File: src/dog_defs.vh
// Purpose: Constants for the watchdog reset timer
// Assumes: 250 MHz system clock, 32-bit AXI4-Lite register words
// Notes:   Offsets are byte addresses
`ifndef DOG_DEFS_VH
`define DOG_DEFS_VH

// ****************************************
// Register offsets
// ****************************************
`define DOG_CTRL_OFS        4'h0
`define DOG_STAT_OFS        4'h4
`define DOG_KICK_OFS        4'h8

// ****************************************
// Control fields
// ****************************************
`define DOG_CTRL_EN_BIT     0
`define DOG_CTRL_WAKE_BIT   1
`define DOG_CTRL_RSTEN_BIT  2
`define DOG_CTRL_SEL_LSB    4
`define DOG_CTRL_SEL_MSB    7
`define DOG_CTRL_DLY_LSB    8
`define DOG_CTRL_DLY_MSB    9

// ****************************************
// Status fields
// ****************************************
`define DOG_STAT_TOF_BIT    0
`define DOG_STAT_RSTF_BIT   1
`define DOG_STAT_WKF_BIT    2
`define DOG_STAT_CNT_LSB    8

// ****************************************
// Timing and sizes
// ****************************************
`define DOG_CNT_W           18
`define DOG_SEL_MIN         4
`define DOG_SEL_MAX         18
`define DOG_HOLD_TICKS      6'h3f
`define DOG_DLY_0           11'h003
`define DOG_DLY_1           11'h012
`define DOG_DLY_2           11'h082
`define DOG_DLY_3           11'h402
`define DOG_KICK_KEY        32'h00005aa5

`endif

File: src/watchdog_reset_timer.v
// Purpose: Watchdog timer that resets the system when software stops servicing it
// Assumes: dog_tick_clock_i is a slow free clock, sampled through three flops
// Notes:   AXI4-Lite slave, one outstanding write and one outstanding read
//
// Behaviour
// Force whole-system reset when the time-out elapses unserviced.
// Time-out measured by an 18-bit free running up counter on tick clock.
// Time-out is two to the 4th through 18th tick cycles, software chosen.
// Once fired, hold system reset exactly 63 tick periods.
// Programmable delay of 3, 18, 130 or 1026 ticks before reset.
// Watchdog forced on after any reset when boot enable bit is zero.
// Time-out may wake from Idle or Power-down only with 10 kHz source selected.
// Software clears the counter before the time-out elapses.
//
// Local design decisions: the register offsets and the AXI4-Lite slave port.
`timescale 1ns/1ps
`include "dog_defs.vh"

module watchdog_reset_timer
(
	input  wire        sys_clk_i,
	input  wire        rst_i,
	input  wire        dog_tick_clock_i,
	input  wire        boot_force_dog_on_bit_i,
	input  wire        src_is_10khz_i,
	input  wire        low_power_i,
	input  wire [31:0] s_axi_awaddr_i,
	input  wire        s_axi_awvalid_i,
	output wire        s_axi_awready_o,
	input  wire [31:0] s_axi_wdata_i,
	input  wire [3:0]  s_axi_wstrb_i,
	input  wire        s_axi_wvalid_i,
	output wire        s_axi_wready_o,
	output wire [1:0]  s_axi_bresp_o,
	output wire        s_axi_bvalid_o,
	input  wire        s_axi_bready_i,
	input  wire [31:0] s_axi_araddr_i,
	input  wire        s_axi_arvalid_i,
	output wire        s_axi_arready_o,
	output wire [31:0] s_axi_rdata_o,
	output wire [1:0]  s_axi_rresp_o,
	output wire        s_axi_rvalid_o,
	input  wire        s_axi_rready_i,
	output wire        sys_reset_o,
	output wire        wake_o
);

	localparam ST_RUN   = 2'd0;
	localparam ST_DELAY = 2'd1;
	localparam ST_HOLD  = 2'd2;

	// ****************************************
	// Tick clock sampling
	// ****************************************
	reg  [2:0]                tick_sync_ff;
	reg                       tick_prev_ff;
	wire                      tick_agree = (tick_sync_ff[2] == tick_sync_ff[1]);
	wire                      tick_rise  = tick_agree & tick_sync_ff[2] & ~tick_prev_ff;

	always @(posedge sys_clk_i or posedge rst_i)
	begin
		if (rst_i)
		begin
			tick_sync_ff <= 3'h0;
			tick_prev_ff <= 1'b0;
		end
		else
		begin
			tick_sync_ff <= {tick_sync_ff[1:0], dog_tick_clock_i};
			if (tick_agree)
				tick_prev_ff <= tick_sync_ff[2];
		end
	end

	// ****************************************
	// Boot strap capture
	// ****************************************
	// Strap caught one clock after release, never under reset
	reg                       strap_done_ff;
	reg                       en_ff;
	reg                       wake_en_ff;
	reg                       rst_en_ff;
	reg  [3:0]                sel_ff;
	reg  [1:0]                dly_sel_ff;

	// ****************************************
	// Counter and sequencer
	// ****************************************
	reg  [`DOG_CNT_W-1:0]     cnt_ff;
	reg  [1:0]                state_ff;
	reg  [10:0]               phase_cnt_ff;
	reg                       tof_ff;
	reg                       rstf_ff;
	reg                       wkf_ff;
	reg                       kick_ff;
	wire [4:0]                sel_eff = {1'b0, sel_ff} + 5'd4;
	// Selects above 14 saturate at the full 18-bit span
	wire [4:0]                sel_bit = (sel_eff > 5'd18) ? 5'd17 : sel_eff - 5'd1;
	wire [`DOG_CNT_W-1:0]     tmo_mask = (18'h00001 << (sel_bit + 5'd1)) - 18'h00001;
	wire                      timeout = (cnt_ff == tmo_mask);
	reg  [10:0]               dly_len;

	always @*
	begin
		case (dly_sel_ff)
			2'd0:    dly_len = `DOG_DLY_0;
			2'd1:    dly_len = `DOG_DLY_1;
			2'd2:    dly_len = `DOG_DLY_2;
			default: dly_len = `DOG_DLY_3;
		endcase
	end

	wire                      tof_evt  = en_ff & tick_rise & timeout;
	wire                      wake_evt = tof_evt & wake_en_ff & src_is_10khz_i & low_power_i;

	always @(posedge sys_clk_i or posedge rst_i)
	begin
		if (rst_i)
		begin
			cnt_ff       <= {`DOG_CNT_W{1'b0}};
			state_ff     <= ST_RUN;
			phase_cnt_ff <= 11'h000;
		end
		else
		begin
			if (kick_ff | ~en_ff)
				cnt_ff <= {`DOG_CNT_W{1'b0}};
			else if (tick_rise)
				cnt_ff <= cnt_ff + 18'h00001;
			case (state_ff)
				ST_RUN:
				begin
					if (tof_evt & rst_en_ff)
					begin
						state_ff     <= ST_DELAY;
						phase_cnt_ff <= 11'h000;
					end
				end
				ST_DELAY:
				begin
					if (kick_ff | ~en_ff)
						state_ff <= ST_RUN;
					else if (tick_rise)
					begin
						if (phase_cnt_ff == dly_len - 11'h001)
						begin
							state_ff     <= ST_HOLD;
							phase_cnt_ff <= 11'h000;
						end
						else
							phase_cnt_ff <= phase_cnt_ff + 11'h001;
					end
				end
				ST_HOLD:
				begin
					if (tick_rise)
					begin
						if (phase_cnt_ff[5:0] == `DOG_HOLD_TICKS - 6'h01)
						begin
							state_ff     <= ST_RUN;
							phase_cnt_ff <= 11'h000;
						end
						else
							phase_cnt_ff <= phase_cnt_ff + 11'h001;
					end
				end
				default: state_ff <= ST_RUN;
			endcase
		end
	end

	assign sys_reset_o = (state_ff == ST_HOLD);
	assign wake_o      = wkf_ff;

	// ****************************************
	// AXI4-Lite slave
	// ****************************************
	reg                       aw_got_ff;
	reg                       w_got_ff;
	reg  [3:0]                awaddr_ff;
	reg  [31:0]               wdata_ff;
	reg  [3:0]                wstrb_ff;
	reg                       bvalid_ff;
	reg  [1:0]                bresp_ff;
	reg                       rvalid_ff;
	reg  [1:0]                rresp_ff;
	reg  [31:0]               rdata_ff;
	wire                      wr_go = aw_got_ff & w_got_ff & ~bvalid_ff;
	wire                      w1c   = wr_go & (awaddr_ff == `DOG_STAT_OFS) & wstrb_ff[0];

	assign s_axi_awready_o = ~aw_got_ff & ~bvalid_ff;
	assign s_axi_wready_o  = ~w_got_ff & ~bvalid_ff;
	assign s_axi_bvalid_o  = bvalid_ff;
	assign s_axi_bresp_o   = bresp_ff;
	assign s_axi_arready_o = ~rvalid_ff;
	assign s_axi_rvalid_o  = rvalid_ff;
	assign s_axi_rresp_o   = rresp_ff;
	assign s_axi_rdata_o   = rdata_ff;

	always @(posedge sys_clk_i or posedge rst_i)
	begin
		if (rst_i)
		begin
			aw_got_ff     <= 1'b0;
			w_got_ff      <= 1'b0;
			awaddr_ff     <= 4'h0;
			wdata_ff      <= 32'h00000000;
			wstrb_ff      <= 4'h0;
			bvalid_ff     <= 1'b0;
			bresp_ff      <= 2'b00;
			rvalid_ff     <= 1'b0;
			rresp_ff      <= 2'b00;
			rdata_ff      <= 32'h00000000;
			strap_done_ff <= 1'b0;
			en_ff         <= 1'b0;
			wake_en_ff    <= 1'b0;
			rst_en_ff     <= 1'b1;
			sel_ff        <= 4'h0;
			dly_sel_ff    <= 2'd3;
			kick_ff       <= 1'b0;
			tof_ff        <= 1'b0;
			rstf_ff       <= 1'b0;
			wkf_ff        <= 1'b0;
		end
		else
		begin
			kick_ff <= 1'b0;
			if (~strap_done_ff)
			begin
				strap_done_ff <= 1'b1;
				en_ff         <= ~boot_force_dog_on_bit_i;
			end
			if (s_axi_awvalid_i & s_axi_awready_o)
			begin
				aw_got_ff <= 1'b1;
				awaddr_ff <= s_axi_awaddr_i[3:0];
			end
			if (s_axi_wvalid_i & s_axi_wready_o)
			begin
				w_got_ff <= 1'b1;
				wdata_ff <= s_axi_wdata_i;
				wstrb_ff <= s_axi_wstrb_i;
			end
			if (wr_go)
			begin
				aw_got_ff <= 1'b0;
				w_got_ff  <= 1'b0;
				bvalid_ff <= 1'b1;
				bresp_ff  <= 2'b00;
				case (awaddr_ff)
					`DOG_CTRL_OFS:
					begin
						if (wstrb_ff[0])
						begin
							en_ff      <= wdata_ff[`DOG_CTRL_EN_BIT];
							wake_en_ff <= wdata_ff[`DOG_CTRL_WAKE_BIT];
							rst_en_ff  <= wdata_ff[`DOG_CTRL_RSTEN_BIT];
							sel_ff     <= wdata_ff[`DOG_CTRL_SEL_MSB:`DOG_CTRL_SEL_LSB];
						end
						if (wstrb_ff[1])
							dly_sel_ff <= wdata_ff[`DOG_CTRL_DLY_MSB:`DOG_CTRL_DLY_LSB];
					end
					`DOG_STAT_OFS: ;
					`DOG_KICK_OFS:
						kick_ff <= (wdata_ff == `DOG_KICK_KEY);
					default: bresp_ff <= 2'b10;
				endcase
			end
			else if (bvalid_ff & s_axi_bready_i)
				bvalid_ff <= 1'b0;
			// Set wins over a same-cycle write-one clear
			tof_ff  <= tof_evt  | (tof_ff  & ~(w1c & wdata_ff[`DOG_STAT_TOF_BIT]));
			// Kick or disable in the last delay tick aborts the reset, so no flag
			rstf_ff <= (state_ff == ST_DELAY & tick_rise & ~kick_ff & en_ff & phase_cnt_ff == dly_len - 11'h001)
			           | (rstf_ff & ~(w1c & wdata_ff[`DOG_STAT_RSTF_BIT]));
			wkf_ff  <= wake_evt | (wkf_ff  & ~(w1c & wdata_ff[`DOG_STAT_WKF_BIT]));
			if (s_axi_arvalid_i & s_axi_arready_o)
			begin
				rvalid_ff <= 1'b1;
				rresp_ff  <= 2'b00;
				case (s_axi_araddr_i[3:0])
					`DOG_CTRL_OFS: rdata_ff <= {22'h000000, dly_sel_ff, sel_ff, 1'b0, rst_en_ff, wake_en_ff, en_ff};
					`DOG_STAT_OFS: rdata_ff <= {6'h00, cnt_ff, 5'h00, wkf_ff, rstf_ff, tof_ff};
					`DOG_KICK_OFS: rdata_ff <= 32'h00000000;
					default:
					begin
						rdata_ff <= 32'h00000000;
						rresp_ff <= 2'b10;
					end
				endcase
			end
			else if (rvalid_ff & s_axi_rready_i)
				rvalid_ff <= 1'b0;
		end
	end

endmodule // watchdog_reset_timer

File: config.mk
export PLATFORM = sky130hd
export DESIGN_NAME = watchdog_reset_timer
export DESIGN_NICKNAME = d
export VERILOG_FILES = /design/src/watchdog_reset_timer.v
export VERILOG_INCLUDE_DIRS = /design/src
export SDC_FILE = /design/constraint.sdc
export NUM_CORES = 1
export LEC_CHECK = 0
export ABC_AREA = 1
export BUFFER_PORTS_ARGS = -buffer_cell sky130_fd_sc_hd__buf_2
export CAP_MARGIN = 20
export CORE_ASPECT_RATIO = 1.75
export CORE_MARGIN = 2
export CORE_UTILIZATION = 50
export CTS_BUF_LIST = sky130_fd_sc_hd__clkbuf_4 sky130_fd_sc_hd__clkbuf_8
export DETAILED_ROUTE_END_ITERATION = 8
export GPL_TIMING_DRIVEN = 0
export PLACE_DENSITY = 0.77
export SYNTH_ARGS = -nofsm -noshare
export SYNTH_HDL_FRONTEND = slang
export SYNTH_SLANG_ARGS = --single-unit
File: constraint.sdc
create_clock -name sys_clk_i -period 4.7 [get_ports sys_clk_i]
set_input_delay 0 -clock sys_clk_i [delete_from_list [all_inputs] [get_ports sys_clk_i]]
set_output_delay 0 -clock sys_clk_i [all_outputs]
set_load 0.02 [all_outputs]
# After elaboration in Yosys (flattened, before gate mapping)
# Cells that the tools add are included.
word_totals:
  regBits: 127
op_classes:
  n_addsub: 7
  magnitude_cmp: 1
  n_eq_ne: 20
  shift: 1
  mux: 35
  bitwise: 44
  reduce_logical: 16
ops:
  columns: ["op", "count"]
  rows:
  - ["two-way mux 11 bit", 6]
  - ["case mux 11 bit (3 select lines)", 2]
  - ["case mux 26 bit (2 select lines)", 1]
  - ["two-way mux 18 bit", 2]
  - ["== test 32 x 15 -> 1 bit (second input constant)", 1]
  - ["AND 1 bit", 29]
  - ["adder 18 x 1 -> 18 bit (second input constant)", 1]
  - ["== test 18 bit", 1]
  - ["<< shifter 1 x 5 -> 18 bit (first input constant)", 1]
  - ["subtractor 18 x 1 -> 18 bit (second input constant)", 1]
  - ["two-way mux 2 bit", 8]
  - ["two-way mux 1 bit", 14]
  - ["adder 11 x 1 -> 11 bit (second input constant)", 1]
  - ["== test 11 bit", 1]
  - ["NOT 1 bit", 11]
  - ["subtractor 11 x 1 -> 11 bit (second input constant)", 1]
  - ["AND reduction 5 bit", 2]
  - ["nonzero test 2 bit", 5]
  - ["== test 4 x 3 -> 1 bit (second input constant)", 2]
  - ["== test 4 bit (second input constant)", 2]
  - ["zero test 4 bit", 2]
  - ["== test 6 bit (second input constant)", 1]
  - ["inequality test 2 bit (second input constant)", 3]
  - ["case mux 2 bit (3 select lines)", 1]
  - ["16 further kinds", 25]

# Longest topological paths before layout
# Gate-level depths: netlist of the first run.
depth:
  depth_word: 12
  mapped_depth: 30
  depth_no_buf: 29

# Least setup slack after synthesis of the first run
# OpenSTA, ideal clock, no wires.
synth_timing:
  kind: "register to register"
  from: "reg sel_ff[2]"
  to: "reg phase_cnt_ff[3]"
  arrival_time_ns: 3.282
  required_time_ns: 4.582
  setup_slack_ns: 1.300
  stages_incl_launch_ff: 27
  path_cell_list: "dfrtp_1 > ha_1 > inv_1 > nand3_2 > nand2_4 > nand4_2 > nor2_4 > nand2_1 > ha_1 > xnor2_1 > nor3_1 > o21ai_0 > nor2_1 > nand2_1 > nor2_1 > nand2_1 > nor2_1 > nand3_1 > nor2_1 > nand2_1 > nor2_4 > nand2_2 > nand2_4 > nand2_2 > buf_6 > nand2_2 > o21ai_2"
synth_between:
  elab_chain_len: 11
  elab_cells_between_ends: 12
  cone_classes: "add/sub: 4; order compare: 1; eq/ne: 2; shift: 1; mux: 1; bitwise: 2; reduce/logical: 1"
synth_rtl:
  columns: ["item", "line_no", "text"]
  rows:
  - ["from (decl)", "watchdog_reset_timer.v:83", "reg [3:0] sel_ff;"]
  - ["from (signal assigned)", "watchdog_reset_timer.v:258", "sel_ff <= wdata_ff[`DOG_CTRL_SEL_MSB:`DOG_CTRL_SEL_LSB];"]
  - ["adder 4 x 3 -> 5 bit (*)", "watchdog_reset_timer.v:96", "wire [4:0] sel_eff = {1'b0, sel_ff} + 5'd4;"]
  - ["subtractor 5 x 1 -> 5 bit or greater-than comparator 5 bit (tied branches)", "watchdog_reset_timer.v:98", "wire [4:0] sel_bit = (sel_eff > 5'd18) ? 5'd17 : sel_eff - 5'd1;"]
  - ["two-way mux 5 bit (*)", "watchdog_reset_timer.v:98", null]
  - ["adder 5 x 1 -> 5 bit (*)", "watchdog_reset_timer.v:99", "wire [`DOG_CNT_W-1:0] tmo_mask = (18'h00001 << (sel_bit + 5'd1)) - 18'h00001;"]
  - ["<< shifter 1 x 5 -> 18 bit (*)", "watchdog_reset_timer.v:99", null]
  - ["subtractor 18 x 1 -> 18 bit (*)", "watchdog_reset_timer.v:99", null]
  - ["== test 18 bit (*)", "watchdog_reset_timer.v:100", "wire timeout = (cnt_ff == tmo_mask);"]
  - ["AND 1 bit (*)", "watchdog_reset_timer.v:113", "wire tof_evt = en_ff & tick_rise & timeout;"]
  - ["AND 1 bit (*)", "watchdog_reset_timer.v:133", "if (tof_evt & rst_en_ff)"]
  - ["inequality test 2 bit (no source line) (*)", null, null]
  - ["AND reduction 5 bit (no source line) (*)", null, null]
  - ["to (signal assigned)", "watchdog_reset_timer.v:151", "phase_cnt_ff <= phase_cnt_ff + 11'h001;"]
  - ["to (signal assigned)", "watchdog_reset_timer.v:164", "phase_cnt_ff <= phase_cnt_ff + 11'h001;"]
  - ["to (decl)", "watchdog_reset_timer.v:91", "reg [10:0] phase_cnt_ff;"]
# Every way passes the cells marked *; elsewhere a longest branch is shown, timed or not.
# A chain may end at the register's enable or synchronous reset.

# Worst setup path in the final report of the first run
layout_timing:
  from: "reg sel_ff[2]"
  to: "reg wkf_ff (netlist: wake_o)"
layout_between:
  elab_chain_len: 12
  elab_cells_between_ends: 13
  cone_classes: "add/sub: 4; order compare: 1; eq/ne: 1; shift: 1; mux: 1; bitwise: 5"
layout_rtl:
  columns: ["item", "line_no", "text"]
  rows:
  - ["adder 4 x 3 -> 5 bit (*)", "watchdog_reset_timer.v:96", null]
  - ["subtractor 5 x 1 -> 5 bit or greater-than comparator 5 bit (tied branches)", "watchdog_reset_timer.v:98", null]
  - ["two-way mux 5 bit (*)", "watchdog_reset_timer.v:98", null]
  - ["adder 5 x 1 -> 5 bit (*)", "watchdog_reset_timer.v:99", null]
  - ["<< shifter 1 x 5 -> 18 bit (*)", "watchdog_reset_timer.v:99", null]
  - ["subtractor 18 x 1 -> 18 bit (*)", "watchdog_reset_timer.v:99", null]
  - ["== test 18 bit (*)", "watchdog_reset_timer.v:100", null]
  - ["AND 1 bit (*)", "watchdog_reset_timer.v:113", null]
  - ["AND 1 bit (*) (3 in a row)", "watchdog_reset_timer.v:114", "wire wake_evt = tof_evt & wake_en_ff & src_is_10khz_i & low_power_i;"]
  - ["OR 1 bit (*)", "watchdog_reset_timer.v:276", "wkf_ff <= wake_evt | (wkf_ff & ~(w1c & wdata_ff[`DOG_STAT_WKF_BIT]));"]
  - ["to (signal assigned)", "watchdog_reset_timer.v:276", null]
  - ["to (decl)", "watchdog_reset_timer.v:94", "reg wkf_ff;"]
# Marks and branches as above.

==> impl_metrics.env, run 1 <==
export IMPL_holdWs_ns=0.0918
export IMPL_ys_ff_latch=118
export IMPL_port_buffers=86
export IMPL_die_w_um=90.9
export IMPL_critPathLaunchType="flop"
export IMPL_hold_viol=0
export IMPL_ir_drop_v=0.000473
export IMPL_drt_initial_drc_count=436
export IMPL_synth_top_area_share=0.436
export IMPL_area_growth_syn_to_layout_pct=25.5
export IMPL_wire_per_inst_um=15.7
export IMPL_postSynthAreaPerCell_um2=8.26
export IMPL_synth_most_common_cell="nand2_1"
export IMPL_core_area_um2=12900
export IMPL_ys_seq_area_frac=0.448
export IMPL_placed_area_um2=7310
export IMPL_cts_buffer_depth=2
export IMPL_critPathLaunch="sel_ff[2]"
export IMPL_cts_buffers=17
export IMPL_fin_crit_ns=4.28
export IMPL_r2r_start="sel_ff[2]"
export IMPL_postLayoutCoreUtil=0.640
export IMPL_drv_slew=0
export IMPL_syn_area_um2=6600
export IMPL_die_h_um=156
export IMPL_final_nets=1091
export IMPL_slew_headroom=0.482
export IMPL_setup_tns_ns=0
export IMPL_crit_type="flop to flop"
export IMPL_worstPathRequired_ns=5.07
export IMPL_cp_arrival_ns=4.66
export IMPL_crit_slowest_cell="dlygate4sd3_1"
export IMPL_synthSimpleGateAreaFrac=0.276
export IMPL_drc_errors=0
export IMPL_p_per_area_nw_per_um2=498
export IMPL_outcome="finished clean"
export IMPL_crit_fanout=10
export IMPL_die_area_um2=14200
export IMPL_synth_flop_cell="dfrtp_1"
export IMPL_h_tree_depth=4
export IMPL_synth_top_family_by_area="simple AND/OR/NAND/NOR gates"
export IMPL_wirelength_um=18000
export IMPL_cts_resized=0
export IMPL_clkTransAtPathRegs_ns=0.07
export IMPL_tightest_slew_ns=0.770
export IMPL_netlist_instances=799
export IMPL_n_antenna_cell=0
export IMPL_hold_path_class="input pin to asynchronous set/reset pin"
export IMPL_layout_cells_non_filler=1152
export IMPL_initial_core_util=0.510
export IMPL_async_flop_share=1.00
export IMPL_clk_latency_ns=0.44
export IMPL_grt_first_pass_wirelength_um=29000
export IMPL_synthAdderAreaFrac=0.0227
export IMPL_critPathBufInv=4
export IMPL_synth_edf_count=0
export IMPL_clock_sinks=118
export IMPL_synthTopCellsByCount="nand2_1, dfrtp_1, inv_1"
export IMPL_via_per_inst=5.33
export IMPL_finalSetupViolCount=0
export IMPL_numPlacedInstances=1065
export IMPL_final_setup_worst_slack_ns=0.416
export IMPL_p_leak_nw=3.91
export IMPL_synth_compound_area_frac=0.107
export IMPL_tritoncts="built"
export IMPL_path_delay_family="simple AND/OR/NAND/NOR gates"
export IMPL_grt_use_total=0.261
export IMPL_placementRows=55
export IMPL_cts_root_buf="clkbuf_8"
export IMPL_first_pass_iters=5
export IMPL_netlist_cell_type_count=44
export IMPL_grt_start_max_net_pins=86
export IMPL_grt_overflow=0
export IMPL_io_pins=154
export IMPL_max_freq_mhz=233
export IMPL_worst_setup_path_end_kind="flop"
export IMPL_period_share=0.912
export IMPL_dp_worst_setup_slack_ns=0.631
export IMPL_maxCapViolCount=0
export IMPL_synth_xor_area_frac=0.0146
export IMPL_drive_gt1_frac=0.223
export IMPL_grt_pass1_vias=6195
export IMPL_synth_top_area_cell="dfrtp_1"
export IMPL_yosysWarnings=0
export IMPL_critical_path_max_stage_delay_ns=0.58
export IMPL_place_gp_congestion=0.930
export IMPL_post_synth_mux_area_share=0.0461
export IMPL_dp_final_hpwl_um=12900
export IMPL_antenna_found_initial=0
export IMPL_synth_area_top_cells="dfrtp_1, nand2_1, inv_1"
export IMPL_vias=6137
export IMPL_finalPower_mw=4.12
export IMPL_ant_nets=0
export IMPL_rsz0062_at_grt="no"
export IMPL_clock_skew_ns=0.0140
export IMPL_fin_area_um2=8290
## path summary, 6_finish.rpt
path | endpoint | slack, ns | cells after the start
min in group sys_clk_i | s_axi_rdata_o[23] | 0.13 | 3
worst min register to register | tick_sync_ff[1] | 0.35 | 0
max in group asynchronous | sel_ff[2] | 3.88 | 4
worst min-delay path | wdata_ff[16] | 0.09 | 3
worst max-delay path | wake_o | 0.42 | 25
worst max register to register | wake_o | 0.42 | 25
## cell type report
class                   count  area [um2]
plain buffers              22         131
clock buffers              19         255
clock inverters            13         171
fillers                  1127        4650
inverters                 113         432
multi-input cells         554        3120
flip-flops and latches    118        2960
well taps                 171         214
repair buffers            142        1010
## kinds of logic after synthesis
family,after synthesis
and+or+nand+nor,379
buffers and inverters,135
adders and majority gates,12
muxes,27
AOI/OAI and AO/OA,115
other,2
xor gates and xnor gates,11
DFF,118
## flip-flops by register name, indices dropped and copies added (netlist names), 2 cells and up
register / flops
awaddr_ff: 4
cnt_ff: 18
dly_sel_ff: 2
phase_cnt_ff: 11
s_axi_rdata_o: 25
sel_ff: 4
state_ff: 2
tick_sync_ff: 3
wdata_ff: 32
wstrb_ff: 2
## cell usage in the layout, fill, tap and decap left out, drive strengths merged, types with 19 or more instances in the layout
| cell type | instances |
|---|---|
| o21ai | 50 |
| dfrtp | 115 |
| a21oi | 33 |
| dlygate4sd3 | 55 |
| inv | 115 |
| nor2 | 73 |
| nand3 | 63 |
| nand4 | 21 |
| buf | 98 |
| nor3 | 22 |
| nand2 | 181 |
| clkbuf | 30 |
| o31ai | 19 |
| mux2 | 27 |
## worst reg2reg max path: stages (launching register included)
cell           delay, ns
dfrtp_1             0.49
ha_1                0.38
inv_1               0.12
nand3_2             0.11
nand2_4             0.14
nand2_4             0.12
inv_4               0.15
nand2_1             0.10
nor2_1              0.20
inv_1               0.07
ha_1                0.29
xnor2_1             0.12
nor3_1              0.13
o21ai_0             0.10
nor2_1              0.14
nand2_1             0.08
nor2_1              0.10
nand2_1             0.06
nor2_1              0.09
nand3_1             0.07
nor2_1              0.16
nand2_1             0.15
nor2_4              0.13
nand4_1             0.09
dlygate4sd3_1       0.58
nand2_1             0.06
## power breakdown
part | switching, mW | internal, mW | leakage, nW
sequential | 0.144 | 1.24 | 1.50
clock | 0.451 | 0.552 | 0.211
combinational | 1.11 | 0.627 | 2.20
## repair_timing
item,CTS,global route
hold buffers,55,0
hold endpoints to repair,162,0
setup endpoints to repair,0,0
setup buffers,0,0
## routing by layer
layer  vias to the layer above  part of all wire  routed length [um]  track usage
met5                         -                 0                   0            0
met1                      2925              0.35                6340        0.258
li1                       2981                 -                   -            -
met3                        59             0.030                 544       0.0377
met4                         0             0.050                 907        0.145
met2                       172              0.57               10200        0.510
Note: power is estimated with default switching activity, not from simulation.
==> run 2, diff against run 1 <==
--- a/config.mk
+++ b/config.mk
@@ -9,13 +9,15 @@
 export ABC_AREA = 1
 export BUFFER_PORTS_ARGS = -buffer_cell sky130_fd_sc_hd__buf_2
 export CAP_MARGIN = 20
+export CELL_PAD_IN_SITES_DETAIL_PLACEMENT = 0
+export CELL_PAD_IN_SITES_GLOBAL_PLACEMENT = 1
 export CORE_ASPECT_RATIO = 1.75
 export CORE_MARGIN = 2
-export CORE_UTILIZATION = 50
+export CORE_UTILIZATION = 41
 export CTS_BUF_LIST = sky130_fd_sc_hd__clkbuf_4 sky130_fd_sc_hd__clkbuf_8
 export DETAILED_ROUTE_END_ITERATION = 8
 export GPL_TIMING_DRIVEN = 0
-export PLACE_DENSITY = 0.77
+export PLACE_DENSITY = 0.84
 export SYNTH_ARGS = -nofsm -noshare
 export SYNTH_HDL_FRONTEND = slang
 export SYNTH_SLANG_ARGS = --single-unit
==> impl_metrics.env, run 2 (same netlist as run 1, synthesis figures left out) <==
export IMPL_placed_area_um2=7330
export IMPL_cp_arrival_ns=4.69
export IMPL_final_nets=1091
export IMPL_final_common_cell="nand2_1"
export IMPL_cts_buffer_depth=2
export IMPL_seqCellArea_um2=2960
export IMPL_dp_worst_setup_slack_ns=0.411
export IMPL_period_share=0.920
export IMPL_drive_gt1_frac=0.224
export IMPL_h_tree_depth=4
export IMPL_r2r_start="sel_ff[2]"
export IMPL_met3_usage=0.0408
export IMPL_clk_latency_ns=0.44
export IMPL_wire_per_inst_um=15.7
export IMPL_cts_root_buf="clkbuf_8"
export IMPL_finalSetupViolCount=0
export IMPL_tritoncts="built"
export IMPL_final_setup_worst_slack_ns=0.376
export IMPL_area_growth_syn_to_layout_pct=25.1
export IMPL_clock_sinks=118
export IMPL_cts_buffers=17
export IMPL_die_h_um=172
export IMPL_core_area_um2=15800
export IMPL_crit_fanout=10
export IMPL_outcome="finished clean"
export IMPL_fin_crit_ns=4.32
export IMPL_critPathLaunch="sel_ff[2]"
export IMPL_antenna_found_initial=1
export IMPL_setup_tns_ns=0
export IMPL_slew_headroom=0.472
export IMPL_drc_errors=0
export IMPL_hold_start="s_axi_arvalid_i"
export IMPL_top_usage_layer="met2"
export IMPL_vias=5926
export IMPL_top_register="wdata_ff"
export IMPL_n_fill_cell=1509
export IMPL_grt_first_pass_wirelength_um=30100
export IMPL_via_per_inst=5.06
export IMPL_place_gp_congestion=1.00
export IMPL_critPathLaunchType="flop"
export IMPL_first_pass_iters=4
export IMPL_io_pins=154
export IMPL_cpMostUsedCell="nand2_1"
export IMPL_gr_usage_met2=0.437
export IMPL_dp_final_hpwl_um=13700
export IMPL_clock_skew_ns=0.0177
export IMPL_fin_area_um2=8260
export IMPL_worstPathRequired_ns=5.07
export IMPL_maxCapViolCount=0
export IMPL_drv_slew=0
export IMPL_rsz0062_at_grt="no"
export IMPL_worst_setup_path_end_kind="flop"
export IMPL_multi_input_area_um2=3120
export IMPL_clkTransAtPathRegs_ns=0.08
export IMPL_initial_core_util=0.418
export IMPL_max_freq_mhz=231
export IMPL_grtUsageMet1=0.222
export IMPL_tightest_slew_ns=0.785
export IMPL_hold_viol=0
export IMPL_grt_pass1_vias=6254
export IMPL_crit_type="flop to flop"
export IMPL_die_area_um2=17200
export IMPL_ir_drop_v=0.000356
export IMPL_drt_initial_drc_count=226
export IMPL_ant_nets=0
export IMPL_layout_common_cells="nand2_1, dfrtp_1, inv_1"
export IMPL_grt_start_max_net_pins=81
export IMPL_postLayoutCoreUtil=0.523
export IMPL_die_w_um=99.9
export IMPL_hold_path_class="input pin to flop"
export IMPL_crit_slowest_cell="dlygate4sd3_1"
export IMPL_port_buffers=86
export IMPL_wirelength_um=18400
export IMPL_critical_path_max_stage_delay_ns=0.57
export IMPL_largest_reg_flops=32
export IMPL_grt_overflow=0
export IMPL_p_per_area_nw_per_um2=486
export IMPL_grt_use_total=0.227
export IMPL_p_leak_nw=3.89
export IMPL_n_antenna_cell=0
export IMPL_placementRows=61
## run 2: cell types whose count changed in the layout (fill, tap and decap cells not counted), sizes merged
cell / change
clkbuf: -2
clkinv: -1
bufinv: -2
inv: +4
clkinvlp: +1
## run 2: routing by layer
metal / vias up / wire length (um)
met5: - / 7
met4: 2 / 971
met3: 50 / 715
met2: 146 / 10100
met1: 2762 / 6560
li1: 2966 / -
## run 2: path summary, 6_finish.rpt
path | to | slack, ns | depth (start not counted)
min in group asynchronous | s_axi_bvalid_o | 0.10 | 3
max in group asynchronous | dly_sel_ff[0] | 3.85 | 4
worst min register to register | tick_sync_ff[1] | 0.37 | 0
worst max-delay path | wake_o | 0.38 | 25
worst min-delay path | s_axi_rdata_o[24] | 0.07 | 3
worst max register to register | wake_o | 0.38 | 25
## run 2: area by class of cell
class                      count  area share
clock buffer                  17      0.0283
sequential                   118       0.358
timing repair buffer         142       0.122
tap                          189      0.0286
inverter                     113      0.0523
clock inverter                15      0.0171
multi-input combinational    554       0.378
buffer                        22      0.0159
## run 2: critical path, delay by kind of cell, from the launching register on
| kind | cells | cell delay [ns] |
|---|---|---|
| compound gates | 1 | 0.10 |
| xor+xnor | 1 | 0.13 |
| fa+ha+maj | 2 | 0.67 |
| buf+inv | 4 | 0.92 |
| flops | 1 | 0.49 |
| simple gates | 17 | 1.95 |
## run 2: report_power, final
group | switching, mW | internal (mW) | total [mW]
Clock | 0.470 | 0.428 | 0.898
Sequential | 0.140 | 1.24 | 1.38
Combinational | 1.11 | 0.627 | 1.74
## run 2: what timing repair did
action                                  CTS  global route
gates resized for setup                   0             1
hold endpoints to repair                153             0
hold buffers                             55             0
setup buffers                             0             0
endpoints found under the setup margin    0             1
## run 2: through the flow
stage / power [mW] / hold WS [ns] / cells
floorplan: 2.66 / 0.0314 / 807
global placement: 3.04 / 0.109 / 1082
detailed placement: 3.08 / 0.0286 / 1083
CTS: 4.02 / 0.0550 / 1170
global route: 4.30 / 0.0855 / 1170
finish: 4.01 / 0.0741 / 1170
==> run 3, diff against run 2 <==
--- a/config.mk
+++ b/config.mk
@@ -13,11 +13,11 @@
 export CELL_PAD_IN_SITES_GLOBAL_PLACEMENT = 1
 export CORE_ASPECT_RATIO = 1.75
 export CORE_MARGIN = 2
-export CORE_UTILIZATION = 41
+export CORE_UTILIZATION = 25
 export CTS_BUF_LIST = sky130_fd_sc_hd__clkbuf_4 sky130_fd_sc_hd__clkbuf_8
 export DETAILED_ROUTE_END_ITERATION = 8
 export GPL_TIMING_DRIVEN = 0
-export PLACE_DENSITY = 0.84
+export PLACE_DENSITY = 0.57
 export SYNTH_ARGS = -nofsm -noshare
 export SYNTH_HDL_FRONTEND = slang
 export SYNTH_SLANG_ARGS = --single-unit
==> impl_metrics.env, run 3 (same netlist as run 1, synthesis figures left out) <==
export IMPL_outcome="finished clean"
export IMPL_cts_buffer_depth=2
export IMPL_initial_core_util=0.254
export IMPL_period_share=0.918
export IMPL_place_gp_congestion=0.898
export IMPL_placementRows=78
export IMPL_placed_area_um2=7490
export IMPL_wirelength_um=20400
export IMPL_critPathBufInv=4
export IMPL_p_per_area_nw_per_um2=490
export IMPL_tritoncts="built"
export IMPL_r2r_start="sel_ff[2]"
export IMPL_n_fill_cell=2803
export IMPL_p_leak_nw=3.91
export IMPL_path_delay_family="simple AND/OR/NAND/NOR gates"
export IMPL_antenna_found_initial=2
export IMPL_clk_latency_ns=0.47
export IMPL_crit_type="flop to flop"
export IMPL_cpMostUsedCell="nand2_1"
export IMPL_grt_pass1_vias=6118
export IMPL_ir_drop_v=0.000267
export IMPL_drc_errors=0
export IMPL_hold_path_class="input pin to asynchronous set/reset pin"
export IMPL_final_setup_worst_slack_ns=0.385
export IMPL_core_area_um2=26000
export IMPL_critPathLaunchType="flop"
export IMPL_cts_buffers=17
export IMPL_die_h_um=219
export IMPL_critical_path_max_stage_delay_ns=0.56
export IMPL_grt_start_max_net_pins=86
export IMPL_crit_slowest_cell="dlygate4sd3_1"
export IMPL_clock_skew_ns=0.0129
export IMPL_drive_gt1_frac=0.227
export IMPL_io_pins=154
export IMPL_port_buffers=86
export IMPL_grt_first_pass_wirelength_um=32400
export IMPL_rsz0062_at_grt="no"
export IMPL_reg2reg_depth=25
export IMPL_clock_sinks=118
export IMPL_cts_root_buf="clkbuf_8"
export IMPL_worst_setup_path_end_kind="flop"
export IMPL_worstPathRequired_ns=5.11
export IMPL_drt_initial_drc_count=166
export IMPL_fin_crit_ns=4.32
export IMPL_dp_final_hpwl_um=15900
export IMPL_grt_use_total=0.154
export IMPL_max_freq_mhz=232
export IMPL_largest_reg_flops=32
export IMPL_maxCapViolCount=0
export IMPL_cp_arrival_ns=4.73
export IMPL_ant_nets=0
export IMPL_first_pass_iters=4
export IMPL_hold_viol=0
export IMPL_fin_area_um2=8500
export IMPL_clkTransAtPathRegs_ns=0.08
export IMPL_drv_slew=0
export IMPL_grt_overflow=0
export IMPL_crit_fanout=10
export IMPL_final_common_cell="nand2_1"
export IMPL_wire_per_inst_um=15.7
export IMPL_setup_tns_ns=0
export IMPL_layout_common_cells="nand2_1, dfrtp_1, inv_1"
export IMPL_top_register="wdata_ff"
export IMPL_via_per_inst=4.56
export IMPL_vias=5954
export IMPL_area_growth_syn_to_layout_pct=28.7
export IMPL_die_w_um=127
export IMPL_final_nets=1093
export IMPL_finalPower_mw=4.16
export IMPL_finalSetupViolCount=0
export IMPL_dp_worst_setup_slack_ns=0.305
export IMPL_die_area_um2=27800
export IMPL_holdWs_ns=0.0575
export IMPL_tightest_slew_ns=0.791
export IMPL_h_tree_depth=4
export IMPL_regToRegEndpoint="wake_o"
export IMPL_slew_headroom=0.473
export IMPL_r2r_slack_ns=0.38
run 3: worst reg2reg max path: cells and delay by family, from the launching register on:
family | cells | cell delay, ns
AND/OR/NAND/NOR | 17 | 2.05
buffers and inverters | 4 | 0.90
adder cells (fa/ha/maj) | 2 | 0.64
flip-flops | 1 | 0.47
XOR/XNOR | 1 | 0.12
AO/OA/AOI/OAI | 1 | 0.11
run 3: power breakdown:
group          total, mW  switching (mW)  internal, mW
Sequential          1.37           0.132          1.24
Combinational       1.78            1.15         0.633
Clock               1.01           0.447         0.564
run 3: routing by layer:
metal  track usage  wire length (um)
met5             0                 0
met4        0.0810               839
met3        0.0317               667
met2         0.303             11600
met1         0.147              7310
run 3: area by class of cell:
cell class | instances | area [um2] | area share
clock buffers | 21 | 277 | 0.0325
well taps | 320 | 400 | 0.0471
inverters | 113 | 432 | 0.0508
repair buffers | 144 | 1020 | 0.120
multi-input cells | 554 | 3120 | 0.367
flip-flops and latches | 118 | 2960 | 0.348
diodes | 2 | 5.00 | 0.000589
clock inverters | 11 | 150 | 0.0177
plain buffers | 22 | 131 | 0.0155
run 3: worst max path at each step:
stage / startpoint / endpoint / slack, ns / cells after the start
3_3_place_gp: rst_i / s_axi_rdata_o[18] / -0.27 / 2
3_5_place_dp: sel_ff[2] / phase_cnt_ff[5] / 0.30 / 28
5_1_grt: sel_ff[0] / wake_o / 0.0006 / 24
4_1_cts: sel_ff[2] / wake_o / 0.22 / 25
6_report: sel_ff[2] / wake_o / 0.38 / 25
2_1_floorplan: sel_ff[2] / phase_cnt_ff[3] / 1.30 / 26
run 3: repair_timing:
action | 4_1_cts | 5_1_grt
gates resized for setup | 0 | 2
hold buffers | 55 | 0
buffers inserted | 0 | 2
endpoints found under the setup margin | 0 | 10
endpoints found under the hold margin | 162 | 0
run 3: stage by stage:
stage | util | std cells
6_report | 0.327 | 1305
5_1_grt | 0.327 | 1304
4_1_cts | 0.326 | 1301
3_5_place_dp | 0.289 | 1214
3_3_place_gp | 0.287 | 1213
2_1_floorplan | - | 807
